`src/mic_irq_map.vh`:
```
`ifndef MIC_IRQ_MAP_VH
`define MIC_IRQ_MAP_VH

// register indices; byte address is four times the index
`define MIC_IDX_PRI0 3'h0
`define MIC_IDX_PRI1 3'h1
`define MIC_IDX_PRI2 3'h2
`define MIC_IDX_PRI3 3'h3
`define MIC_IDX_MF0 3'h4
`define MIC_IDX_MF1 3'h5
`define MIC_IDX_MF2 3'h6
`define MIC_IDX_MF3 3'h7
`define MIC_NUM_REG 8
`define MIC_APB_AW 8

// reset value and implemented bits
`define MIC_RST_VAL 8'h00
`define MIC_MASK_PRI0 8'h7F
`define MIC_MASK_PRI 8'hFF
`define MIC_MASK_MF 8'h33

// field positions
`define MIC_BIT_GLOBAL 0
`define MIC_EN_SHIFT 4
`define MIC_EN_SHIFT_PRI0 3
`define MIC_BIT_MF_SRCB_F 5
`define MIC_BIT_MF_SRCA_F 4
`define MIC_BIT_MF_SRCB_E 1
`define MIC_BIT_MF_SRCA_E 0

// vector table, entry 13 first: register, flag bit, {group valid, group}
`define MIC_NUM_VEC 14
`define MIC_NUM_DIRECT 10
`define MIC_VEC_REG {3'h3,3'h3,3'h3,3'h3,3'h2,3'h2,3'h2,3'h2,3'h1,3'h1,3'h1,3'h0,3'h0,3'h0}
`define MIC_VEC_BIT {3'h4,3'h5,3'h6,3'h7,3'h4,3'h5,3'h6,3'h7,3'h5,3'h6,3'h7,3'h4,3'h5,3'h6}
`define MIC_VEC_GRP {3'h7,3'h4,3'h5,3'h0,3'h0,3'h6,3'h0,3'h0,3'h0,3'h0,3'h0,3'h0,3'h0,3'h0}

// priority list, highest first in the low nibble
`define MIC_PRIO_DEF 56'hDCBA9876543210
`define MIC_VEC_BASE 12'h004
`define MIC_VEC_STEP 12'h004
`define MIC_DEPTH_W 4

`endif

```
`src/mic_prio_pick.v`:
```
`timescale 1ns/1ps
`default_nettype none
`include "mic_irq_map.vh"

module mic_prio_pick #(
  parameter integer N = `MIC_NUM_VEC,
  parameter integer IW = 4,
  parameter [N*IW-1:0] PRIO = `MIC_PRIO_DEF
) (
  input wire [N-1:0] pend,
  output reg found,
  output reg [IW-1:0] idx
);
  integer i;
  reg [IW-1:0] k;

  // walk from lowest priority up so the highest pending one wins
  always @* begin
    found = 1'b0;
    idx = {IW{1'b0}};
    k = {IW{1'b0}};
    for (i = N - 1; i >= 0; i = i - 1) begin
      k = PRIO[i*IW +: IW];
      if (pend[k]) begin
        found = 1'b1;
        idx = k;
      end
    end
  end
endmodule

`default_nettype wire

```
`src/mic_irq_ctrl.v`:
```
`timescale 1ns/1ps
`default_nettype none
`include "mic_irq_map.vh"

module mic_irq_ctrl #(
  parameter integer AW = `MIC_APB_AW,
  parameter [55:0] PRIO = `MIC_PRIO_DEF,
  parameter [11:0] VEC_BASE = `MIC_VEC_BASE,
  parameter [11:0] VEC_STEP = `MIC_VEC_STEP
) (
  input wire clk_sys,
  input wire rstn,
  input wire psel,
  input wire penable,
  input wire pwrite,
  input wire [AW-1:0] paddr,
  input wire [31:0] pwdata,
  output reg [31:0] prdata_r,
  output reg pready_r,
  output reg pslverr_r,
  input wire [9:0] directEvent,
  input wire [7:0] groupEvent,
  input wire stackFull,
  input wire irqAck,
  input wire retiPulse,
  output reg irqReq_r,
  output reg [3:0] irqVector_r,
  output reg [11:0] vectorAddr_r,
  output reg pushStrobe_r,
  output reg popStrobe_r,
  output reg inService_r,
  output reg wake_r
);
  localparam integer NV = `MIC_NUM_VEC;
  localparam integer NR = `MIC_NUM_REG;
  localparam [3*NV-1:0] VREG = `MIC_VEC_REG;
  localparam [3*NV-1:0] VBIT = `MIC_VEC_BIT;
  localparam [3*NV-1:0] VGRP = `MIC_VEC_GRP;

  function integer vecReg;
    input integer i;
    begin
      vecReg = VREG[i*3 +: 3];
    end
  endfunction

  function integer vecBit;
    input integer i;
    begin
      vecBit = VBIT[i*3 +: 3];
    end
  endfunction

  function integer vecGrp;
    input integer i;
    begin
      vecGrp = VGRP[i*3 +: 3];
    end
  endfunction

  // enable position of a flag; the first register packs its enables one bit higher
  function integer vecEn;
    input integer i;
    begin
      if (vecReg(i) == `MIC_IDX_PRI0) begin
        vecEn = vecBit(i) - `MIC_EN_SHIFT_PRI0;
      end else begin
        vecEn = vecBit(i) - `MIC_EN_SHIFT;
      end
    end
  endfunction

  // maps a vector number onto its direct event input
  function integer dirMap;
    input integer i;
    begin
      if (i < 8) begin
        dirMap = i;
      end else begin
        dirMap = i - 1;
      end
    end
  endfunction

  function [7:0] implMask;
    input integer r;
    begin
      case (r)
        0: implMask = `MIC_MASK_PRI0;
        1: implMask = `MIC_MASK_PRI;
        2: implMask = `MIC_MASK_PRI;
        3: implMask = `MIC_MASK_PRI;
        default: implMask = `MIC_MASK_MF;
      endcase
    end
  endfunction

  reg [7:0] regFile_r [0:NR-1];
  reg [8*NR-1:0] regNxt;
  reg [8*NR-1:0] setAll;
  reg [8*NR-1:0] clrAll;
  reg [`MIC_DEPTH_W-1:0] depth_r;
  reg [`MIC_DEPTH_W-1:0] depthNxt;
  reg [7:0] tmpByte;
  integer r;
  integer v;
  integer g;
  integer ri;
  integer bi;

  wire [NV-1:0] vecSet;
  wire [NV-1:0] pend;
  wire [NV-1:0] ackHot;
  wire [3:0] grpHit;
  wire pickFound;
  wire [3:0] pickIdx;
  wire globalEn;
  wire apbAcc;
  wire apbDone;
  wire mapped;
  wire [2:0] regIdx;
  wire wrEn;
  wire ackOk;
  wire [23:0] vecProd;
  wire [11:0] vecAddr;
  wire popOk;
  wire pushOk;
  localparam [`MIC_DEPTH_W-1:0] DEPTH_MAX = {`MIC_DEPTH_W{1'b1}};

  assign globalEn = regFile_r[`MIC_IDX_PRI0][`MIC_BIT_GLOBAL];

  // apb decode: one word per register, anything else errors
  assign apbAcc = psel & penable;
  assign apbDone = apbAcc & pready_r;
  assign regIdx = paddr[4:2];
  assign mapped = (paddr[AW-1:5] == {(AW-5){1'b0}}) && (paddr[1:0] == 2'h0);
  assign wrEn = apbDone & pwrite & mapped;

  // group hit needs the source's own enable
  genvar gi;
  generate
    for (gi = 0; gi < 4; gi = gi + 1) begin : grpGen
      wire [7:0] mf = regFile_r[`MIC_IDX_MF0 + gi];
      assign grpHit[gi] = (groupEvent[2*gi+1] & mf[`MIC_BIT_MF_SRCB_E]) |
                          (groupEvent[2*gi] & mf[`MIC_BIT_MF_SRCA_E]);
    end
  endgenerate

  // per vector event, pending and acknowledge decode
  genvar vi;
  generate
    for (vi = 0; vi < NV; vi = vi + 1) begin : vecGen
      localparam integer RI = vecReg(vi);
      localparam integer BI = vecBit(vi);
      localparam integer GI = vecGrp(vi);
      localparam integer EI = vecEn(vi);
      if (GI >= 4) begin : grpVec
        assign vecSet[vi] = grpHit[GI-4];
      end else begin : dirVec
        assign vecSet[vi] = directEvent[dirMap(vi)];
      end
      // a flag needs its own enable and the global one before it requests
      assign pend[vi] = regFile_r[RI][BI] &
                        regFile_r[RI][EI] & globalEn;
      assign ackHot[vi] = ackOk && (irqVector_r == vi);
    end
  endgenerate

  mic_prio_pick #(
    .N(NV),
    .IW(4),
    .PRIO(PRIO)
  ) u_pick (
    .pend(pend),
    .found(pickFound),
    .idx(pickIdx)
  );

  // a stack that fills under a pending request refuses the ack
  assign ackOk = irqAck & irqReq_r & ~stackFull;

  // hardware set and clear masks over the whole register file
  always @* begin
    setAll = {(8*NR){1'b0}};
    clrAll = {(8*NR){1'b0}};
    ri = 0;
    bi = 0;
    for (v = 0; v < NV; v = v + 1) begin
      ri = vecReg(v);
      bi = vecBit(v);
      setAll[ri*8+bi] = vecSet[v];
      clrAll[ri*8+bi] = ackHot[v];
    end
    for (g = 0; g < 4; g = g + 1) begin
      setAll[(4+g)*8+`MIC_BIT_MF_SRCB_F] = groupEvent[2*g+1];
      setAll[(4+g)*8+`MIC_BIT_MF_SRCA_F] = groupEvent[2*g];
    end
    clrAll[`MIC_BIT_GLOBAL] = ackOk;
  end

  // next register values: write, then hardware clear, then set wins
  always @* begin
    regNxt = {(8*NR){1'b0}};
    tmpByte = 8'h00;
    for (r = 0; r < NR; r = r + 1) begin
      tmpByte = regFile_r[r];
      if (wrEn && (regIdx == r)) begin
        tmpByte = pwdata[7:0] & implMask(r);
      end
      tmpByte = (tmpByte & ~clrAll[r*8 +: 8]) | setAll[r*8 +: 8];
      regNxt[r*8 +: 8] = tmpByte & implMask(r);
    end
  end

  // every implemented bit comes up zero
  genvar rg;
  generate
    for (rg = 0; rg < NR; rg = rg + 1) begin : regGen
      always @(posedge clk_sys) begin
        if (!rstn) begin
          regFile_r[rg] <= `MIC_RST_VAL;
        end else begin
          regFile_r[rg] <= regNxt[rg*8 +: 8];
        end
      end
    end
  endgenerate

  // apb slave: pready in the second access cycle
  always @(posedge clk_sys) begin
    if (!rstn) begin
      pready_r <= 1'b0;
      pslverr_r <= 1'b0;
      prdata_r <= 32'h00000000;
    end else begin
      pready_r <= apbAcc & ~pready_r;
      if (apbAcc && !pready_r) begin
        pslverr_r <= ~mapped;
        // read data is captured with pready so it stands through the ack edge
        if (mapped && !pwrite) begin
          prdata_r <= {24'h000000, regFile_r[regIdx]};
        end else begin
          prdata_r <= 32'h00000000;
        end
      end else begin
        pslverr_r <= 1'b0;
      end
    end
  end

  // vector address from base and stride
  assign vecProd = {8'h00, 8'h00, irqVector_r} * {12'h000, VEC_STEP};
  assign vecAddr = VEC_BASE + vecProd[11:0];

  // core handshake
  always @(posedge clk_sys) begin
    if (!rstn) begin
      irqReq_r <= 1'b0;
      irqVector_r <= 4'h0;
      vectorAddr_r <= 12'h000;
      pushStrobe_r <= 1'b0;
    end else begin
      // an ack in flight drops the request so one ack takes one vector
      irqReq_r <= pickFound & globalEn & ~stackFull & ~ackOk;
      // the vector is frozen on the ack edge so the clear hits the taken source
      if (!ackOk) begin
        irqVector_r <= pickIdx;
      end
      pushStrobe_r <= ackOk;
      if (ackOk) begin
        vectorAddr_r <= vecAddr;
      end
    end
  end

  // service depth follows push and pop
  // it saturates at both ends so a stray return or a deep nest cannot wrap
  assign popOk = retiPulse && (depth_r != {`MIC_DEPTH_W{1'b0}});
  assign pushOk = ackOk && (depth_r != DEPTH_MAX);

  always @* begin
    depthNxt = depth_r;
    if (pushOk && !popOk) begin
      depthNxt = depth_r + {{(`MIC_DEPTH_W-1){1'b0}}, 1'b1};
    end else if (popOk && !ackOk) begin
      depthNxt = depth_r - {{(`MIC_DEPTH_W-1){1'b0}}, 1'b1};
    end
  end

  always @(posedge clk_sys) begin
    if (!rstn) begin
      depth_r <= {`MIC_DEPTH_W{1'b0}};
      inService_r <= 1'b0;
      popStrobe_r <= 1'b0;
    end else begin
      depth_r <= depthNxt;
      inService_r <= (depthNxt != {`MIC_DEPTH_W{1'b0}});
      popStrobe_r <= retiPulse;
    end
  end

  // wake on any flag that an event sets from clear; a flag set by an apb write does not wake
  always @(posedge clk_sys) begin
    if (!rstn) begin
      wake_r <= 1'b0;
    end else begin
      wake_r <= |(setAll & ~{regFile_r[7], regFile_r[6], regFile_r[5], regFile_r[4],
                             regFile_r[3], regFile_r[2], regFile_r[1],
                             regFile_r[0]});
    end
  end
endmodule

`default_nettype wire

```
`config.mk`:
```
export PLATFORM = sky130hd
export DESIGN_NAME = mic_irq_ctrl
export DESIGN_NICKNAME = d
export VERILOG_FILES = /design/src/mic_prio_pick.v /design/src/mic_irq_ctrl.v
export VERILOG_INCLUDE_DIRS = /design/src
export SDC_FILE = /design/constraint.sdc
export NUM_CORES = 1
export LEC_CHECK = 0
export ABC_AREA = 0
export ABC_CLOCK_PERIOD_IN_PS = 2200
export BUFFER_PORTS_ARGS = -buffer_cell sky130_fd_sc_hd__buf_2
export CELL_PAD_IN_SITES_DETAIL_PLACEMENT = 1
export CELL_PAD_IN_SITES_GLOBAL_PLACEMENT = 1
export CORE_UTILIZATION = 25
export DETAILED_ROUTE_END_ITERATION = 10
export PLACE_DENSITY_LB_ADDON = 0.12
export RECOVER_POWER = 25
export SYNTH_ARGS = -nofsm -noshare
export SYNTH_HDL_FRONTEND = slang
export SYNTH_HIERARCHICAL = 1
export SYNTH_SLANG_ARGS = --single-unit
```
`constraint.sdc`:
```
create_clock -name clk_sys -period 2.2 [get_ports clk_sys]
set_input_delay 0.33 -clock clk_sys [delete_from_list [all_inputs] [get_ports clk_sys]]
set_output_delay 0.33 -clock clk_sys [all_outputs]
set_load 0.02 [all_outputs]
```
[Yosys cells after proc, flatten, opt, wreduce, memory -nomap -nowiden]
Memories as Yosys holds them, arrays and structs flattened.
Index checks and enable logic that the tools add are counted.
Cells by class
  add/subtract/negate cells: 3
  equality and inequality tests: 21
  mux-type cells: 57
  bitwise logic cells: 88
  reduce and logical (&&, ||, !) cells: 41
Operators by type and width (count)
  8-bit 2-to-1 mux: 15
  62-bit by 64-bit AND with 64-bit output: 1
  4-bit 2-to-1 mux: 16
  64-bit inverter: 1
  64-bit OR reduction: 1
  8-bit AND: 6
  6-bit 2-to-1 mux: 8
  1-bit AND: 46
  1-bit logical AND: 29
  6-bit AND: 4
  4-bit equality test (second input constant): 6
  8-bit inverter: 3
  6-bit bitwise OR: 4
  8-bit bitwise OR: 3
  4-bit by 3-bit equality test with 1-bit output (second input constant): 4
  1-bit 2-to-1 mux: 16
  7-bit AND: 2
  7-bit 2-to-1 mux: 2
  3-bit equality test (second input constant): 4
  1-bit bitwise OR: 12
  4-bit by 2-bit equality test with 1-bit output (second input constant): 2
  4-bit nonzero test: 2
  3-bit by 6-bit adder with 7-bit output (first input constant): 1
  7-bit inverter: 1
  other kinds (13): 21
Word-level totals
  bits in registers: 59
  memory bits (writable): 64
  input port bits: 66
  output and inout port bits: 55
  word-level logic and storage cells: 222
  memories: 1
Memories
  regFile_r: depth 8, width 8, read ports 9, clocked after memory_dff 0, write ports 8, RTL line mic_irq_ctrl.v:98  | reg [7:0] regFile_r [0:NR-1];

[Logic depth before layout (Yosys ltp)]
Gate-level depths: netlist of run 1.
An unclocked memory read counts as a cell.
  word-level depth: 20
  depth in mapped cells: 8
  mapped depth without buffers: 7

[Modules after synthesis]
Netlist of run 1, hierarchy kept.
Modules (own cells, without submodules)
  mic_irq_ctrl: times used 1, cells each 459, area each 4035.1 um^2, sequential area each 1501.4 um^2
  mic_prio_pick: times used 1, cells each 26, area each 168.9 um^2, sequential area each 0.0 um^2

[Worst setup path after synthesis of run 1]
Ideal clock, no wire load.
  path kind: input -> register
  start: input paddr[5]
  end: memory regFile_r[2][5]
  setup time: 0.070 ns
  arrival: 2.090 ns
  required time: 2.130 ns
  setup slack: 0.039 ns
  cell stages on the path: 7
  buffers on the path: 2
  path through: or4_4 buf_6 or4_1 buf_2 mux2i_1 a31o_2 a21oi_1
RTL lines
  from (decl): RTL line mic_irq_ctrl.v:16  | input wire [AW-1:0] paddr,
  to (decl): RTL line mic_irq_ctrl.v:98

[Worst setup path after layout of run 1]
  start: register depth_r[0]
  end: register inService_r
Between the ends
  longest elaborated chain between the ends: 6
  elaborated cells on any way between the ends: 12
  classes of those cells: add/sub (2); eq/ne (1); mux (2); reduce/logical (7)
RTL lines
  from (decl): RTL line mic_irq_ctrl.v:102  | reg [`MIC_DEPTH_W-1:0] depth_r;
  from (signal assigned): RTL line mic_irq_ctrl.v:292  | depth_r <= {`MIC_DEPTH_W{1'b0}};
  from (signal assigned): RTL line mic_irq_ctrl.v:296  | depth_r <= depthNxt;
  branches (longest 4 deep; another with 4-bit by 1-bit subtractor with 4-bit output)
  4-bit 2-to-1 mux *: RTL line mic_irq_ctrl.v:283  | if (pushOk && !popOk) begin
  4-bit nonzero test *: RTL line mic_irq_ctrl.v:297  | inService_r <= (depthNxt != {`MIC_DEPTH_W{1'b0}});
  to (signal assigned): RTL line mic_irq_ctrl.v:297
  to (decl): RTL line mic_irq_ctrl.v:31  | output reg inService_r,
Mark *: on every way between the ends.
A chain may end at the register's enable or synchronous reset.

==> flow_summary_export.csv, run 1 <==
group,metric,value,unit
timing,finalSetupViolCount,0,
drt,drc_errors,2,
setup_path,crit_path_start,"depth_r[0]$_SDFF_PN0_",
synth,ys_seq_area_frac,0.357,
timing,max-slew-margin-rel,0.363,
synth,synthAdderAreaFrac,0.0179,
cells_and_area,areaGrowthSynthToFinish,20.1,%
synth,synthFlopType,"dfxtp_1",
timing,fin_skew,9.23,ps
place,routabilityCongestion,0.814,
power,finalPower,3.40,mW
cells_and_area,final_common_cell,"dfxtp_1",
timing,max_freq,473,MHz
clocking,cts_buffers,9,
grt,grt_overflow,0,
drt,wl_per_cell,17.7,microns
grt,grt_pass1_wl,22100,microns
drt,ant_nets,0,
setup_path,worstPathRequired,2410,ps
clocking,cts_root_buf,"clkbuf_16",
synth,yosysUniqueCellTypes,65,
floorplan,die_h,132,microns
clocking,holdBufCountCts,0,
power,ir_drop,0.342,mV
synth,synth_cells,485,
grt,grt_pass1_vias,3943,
floorplan,pin_count,121,
synth,avgSynthCellArea,8.67,sq um
synth,synth-seq-cells,75,
floorplan,dieArea,17300,sq um
clocking,cts_tree,"built",
setup_path,cp-start-kind,"flop",
grt,antenna_found_initial,0,
outcome,violations,"design-rule violations",
synth,netlist_top_cells_area,"dfxtp_1, mux2i_1, mux4_2, buf_4, a21oi_1",
floorplan,core_area,16500,sq um
timing,tns,0,ps
grt,track_usage,0.167,
setup_path,worstReg2RegStart,"depth_r[0]$_SDFF_PN0_",
setup_path,worstPathMaxFanout,5,
cells_and_area,n_antenna_cell,0,
synth,netlist.area_leader.share,0.357,
timing,min_period,2120,ps
floorplan,initial_core_util,0.254,
floorplan,placementRows,47,
clocking,cts_setup_buffers,0,
drt,viasPerCell,4.83,
timing,final.period_utilization,0.962,
drt,drtIter0Drc,202,
synth,synth-simple-area-share,0.215,
setup_path,crit_path_end_kind,"flop",
cells_and_area,finish.net_count,635,
synth,synth_xor_area_frac,0.00417,
drt,drt_wl_total,13900,microns
timing,hold_viol_final,0,
synth,synthMuxAreaShare,0.140,
synth,yosysTopAreaCell,"dfxtp_1",
setup_path,worstSetupPathType,"flop to flop",
synth,synth_top_family_by_area,"simple AND/OR/NAND/NOR gates",
place,dp_hpwl,10800,microns
synth,ys_warn_count,6,
grt,grt_max_degree,31,
outcome,outcome,"finished with violations",
cells_and_area,post-route-util,0.306,
clocking,ctsResizeCount,0,
cells_and_area,drive_gt1_frac,0.213,
setup_path,cp.arrival,2320,ps
clocking,clkTransAtPathRegs,60,ps
drt,vias,3801,
place,portBuffers,65,
synth,syn_area,4200,sq um
clocking,clk_latency,350,ps
synth,synthArstFlopShare,0,
floorplan,die_w,132,microns
run,cap_violations,0,
timing,worstMarginPinSlew,955,ps
power,power_density,673,nW/um^2
power,p_leak,2.13,nW
clocking,cts_htree_levels,3,
hold_path,min-delay-start,"stackFull",
timing,drv_slew,0,
clocking,cts_num_sinks,75,
hold_path,hold_class,"primary input to flop",
clocking,clockBufferDepth,2,
synth,synth-edff-count,0,
cells_and_area,final_cell_mix,"dfxtp_1, nor2_1, buf_2",
drt,first_pass_iters,7,
synth,synth_compound_area_frac,0.158,
==> registers in the layout, summed over array words and instances (netlist names) <==
signal        count
pushStrobe_r      1
depth_r           4
inService_r       1
irqReq_r          1
regFile_r        47
prdata_r          8
irqVector_r       4
pready_r          1
wake_r            1
pslverr_r         1
popStrobe_r       1
vectorAddr_r      5
==> per-layer routing <==
metal,GRT usage,vias up,routed length [microns]
li1,-,1845,-
met1,0.219,1859,6590
met2,0.273,85,6740
met3,0.0251,12,453
met4,0.0665,0,152
met5,0,-,0
==> Yosys cell counts (4+ instances only) <==
cell,count
nor2_1,48
buf_4,31
nor2b_1,7
and3_1,14
a311oi_1,4
o21ai_0,4
dfxtp_1,75
inv_1,23
mux4_2,11
o22ai_1,10
nor3_1,9
ha_1,6
nand4_1,5
nand3_1,19
clkbuf_1,22
buf_2,4
a21oi_1,36
nand2_1,42
mux2i_1,32
a211oi_1,8
a22oi_1,8
==> worst max-delay path, cell delays in order, from the launching register on <==
cell	delay (ps)
dfxtp_2	340
ha_2	200
a21o_1	190
a221o_1	380
a211oi_2	230
a311oi_1	90
or4_1	530
==> cell families (layout without fill, tap and decap cells) <==
family | after synthesis | in the layout
other | 1 | 31
DFF | 75 | 75
adders and majority gates | 6 | 6
xor gates and xnor gates | 2 | 2
AOI/OAI and AO/OA | 100 | 100
muxes | 45 | 45
buffers and inverters | 84 | 136
and+or+nand+nor | 172 | 172
==> power breakdown <==
part | switching (mW) | internal (mW) | total, mW
registers | 0.0685 | 1.42 | 1.49
logic | 0.314 | 0.198 | 0.512
clock network | 0.609 | 0.789 | 1.40
total | 0.991 | 2.41 | 3.40
==> final timing paths <==
check	slack, ps	end	cells past startpoint
setup / recovery	80	inService_r$_SDFF_PN0_	6
hold reg to reg	460	regFile_r[1][4]$_SDFFE_PN0P_	2
setup reg to reg	80	inService_r$_SDFF_PN0_	6
hold / removal	170	irqReq_r$_SDFF_PN0_	2
==> cell type report <==
cell class | instances | area (sq um)
clock inverters | 4 | 26.3
well taps | 220 | 275
multi-input cells | 356 | 2380
repair buffers | 97 | 533
inverters | 24 | 90.1
clock buffers | 11 | 243
flip-flops and latches | 75 | 1500
fillers | 1951 | 11500
==> through the flow <==
stage	setup slack (ps)	cell area [sq um]	instances	hold WS, ps
after CTS	28.6	5070	787	161
after floorplan	39.3	4320	515	407
final	84.1	5050	787	167
after global placement	-1.54	4800	772	439
after global routing	-17.6	5050	787	175
after detailed placement	-42.0	4800	772	450
Power figures use the tool's default switching activity.
==> run 2: changes to the inputs <==
CORE_UTILIZATION = 35   (was 25)
GPL_ROUTABILITY_DRIVEN = 0   (was default)
==> run 2 against run 1 <==
The flow still finishes with violations (design-rule violations). Global-route usage rose by 4.9 points. Power increased by 3.3%. Utilization rose by 12 points. Via count decreased by 0.82%. Combinational power is 3% higher. Register-to-register slack hardly changed. Non-clock buffer count is 4 lower. Setup slack lost 8.0 ps. Largest cell class unchanged. Clock power up 6%.
==> flow_summary_export.csv, run 2 (synthesis results as in run 1) <==
group,metric,value,unit
outcome,outcome,"finished with violations",
outcome,violations,"design-rule violations",
floorplan,core_area,11600,sq um
power,power_density,707,nW/um^2
hold_path,hold_class,"primary input to flop",
clocking,clk_latency,340,ps
clocking,cts_htree_levels,3,
setup_path,r2r-end,"inService_r$_SDFF_PN0_",
floorplan,initial_core_util,0.364,
timing,max_freq,471,MHz
setup_path,r2r_cells,6,
cells_and_area,largest_register_ffs,47,
clocking,clockBufferDepth,2,
floorplan,pin_count,121,
drt,wl_per_cell,18.2,microns
run,cap_violations,0,
setup_path,worstReg2RegStart,"depth_r[0]$_SDFF_PN0_",
setup_path,cp.arrival,2330,ps
grt,track_usage,0.216,
setup_path,worstPathMaxFanout,5,
clocking,clkTransAtPathRegs,60,ps
drt,drc_errors,4,
drt,viasPerCell,5.33,
clocking,cts_setup_buffers,0,
hold_path,min-delay-start,"stackFull",
timing,fin_skew,5.00,ps
timing,fin_hold_ws,187,ps
power,ir_drop,0.417,mV
timing,tns,0,ps
grt,antenna_found_initial,0,
place,placed_cell_area,4680,sq um
setup_path,worstSetupPathType,"flop to flop",
drt,vias,3770,
place,dp_hpwl,9750,microns
timing,finalSetupViolCount,0,
clocking,cts_tree,"built",
cells_and_area,areaGrowthSynthToFinish,18.1,%
timing,drv_slew,0,
cells_and_area,register_area,1500,sq um
grt,grt_max_degree,35,
grt,grt_pass1_vias,3683,
floorplan,die_h,112,microns
drt,drtIter0Drc,151,
power,p_leak,2.12,nW
timing,min_period,2120,ps
power,finalPower,3.51,mW
setup_path,cp-start-kind,"flop",
floorplan,dieArea,12500,sq um
timing,rsz0062_at_grt,"false",
timing,final.period_utilization,0.965,
place,portBuffers,65,
cells_and_area,final_cell_mix,"dfxtp_1, nor2_1, buf_2",
timing,worstMarginPinSlew,917,ps
hold_path,hold_end,"irqReq_r$_SDFF_PN0_",
cells_and_area,drive_gt1_frac,0.207,
setup_path,crit_path_end_kind,"flop",
cells_and_area,multi_input_area,2390,sq um
cells_and_area,finish.net_count,631,
floorplan,die_w,112,microns
drt,drt_wl_total,12800,microns
setup_path,worstPathRequired,2410,ps
cells_and_area,final_common_cell,"dfxtp_1",
cells_and_area,fillers,1406,
clocking,cts_num_sinks,75,
cells_and_area,design_area,4960,sq um
clocking,holdBufCountCts,0,
clocking,cts_buffers,9,
timing,max-slew-margin-rel,0.389,
clocking,cts_root_buf,"clkbuf_16",
setup_path,ff2ff_setup_slack,80,ps
cells_and_area,regMostFlops,"regFile_r",
grt,grt_overflow,0,
cells_and_area,largest_registers,"regFile_r x47, prdata_r x8, vectorAddr_r x5",
grt,grt_pass1_wl,20500,microns
drt,first_pass_iters,10,
drt,ant_nets,0,
floorplan,placementRows,39,
cells_and_area,n_antenna_cell,0,
hold_path,worstHoldPathCells,2,
timing,hold_viol_final,0,
==> run 2: area by class of cell <==
class                      instances  area share
clock buffer                      12      0.0496
tap                              143      0.0360
inverter                          24      0.0181
sequential                        75       0.303
multi-input combinational        356       0.482
clock inverter                     4      0.0101
timing repair buffer              93       0.102
==> run 2: through the flow <==
step                      utilization  setup WS, ps  instances
after floorplan                     -          39.3        515
after global placement          0.404         -8.50        691
after detailed placement        0.404         -56.4        691
after CTS                       0.431        0.0882        707
after global routing            0.429          6.89        707
final                           0.429          76.1        707
==> run 2: worst max path at each step <==
| stage | from | to | slack, ps | cells after the start |
|---|---|---|---|---|
| after global placement | paddr[5] | regFile_r[6][4]$_SDFF_PN0_ | -8 | 8 |
| after CTS | depth_r[0]$_SDFF_PN0_ | inService_r$_SDFF_PN0_ | 0.09 | 6 |
| final | depth_r[0]$_SDFF_PN0_ | inService_r$_SDFF_PN0_ | 80 | 6 |
| after floorplan | paddr[5] | regFile_r[2][5]$_SDFF_PN0_ | 40 | 7 |
| after detailed placement | paddr[5] | regFile_r[6][4]$_SDFF_PN0_ | -60 | 8 |
| after global routing | depth_r[0]$_SDFF_PN0_ | inService_r$_SDFF_PN0_ | 7 | 6 |
==> run 2: critical path, cell delays in order, from the launching register on <==
cell,delay (ps)
dfxtp_2,350
ha_2,200
a21o_1,190
a221o_1,390
a211oi_2,240
a311oi_1,80
or4_1,530
==> run 2: what timing repair did <==
item | CTS | global route
pin swaps | 0 | 1
resized for setup | 2 | 4
endpoints found under the setup margin | 1 | 1
hold endpoints to repair | 0 | 0
==> run 2: power by group <==
group          switching, mW  internal (mW)
clock network          0.581          0.908
registers             0.0711           1.42
logic                  0.316          0.213
==> run 2: routing by layer <==
layer  global-route usage  up-vias  wire (microns)
met3               0.0376       13             475
li1                     -     1827               -
met2                0.340       76            6070
met4               0.0820        0             205
met1                0.296     1854            6090
met5                    0        -               0
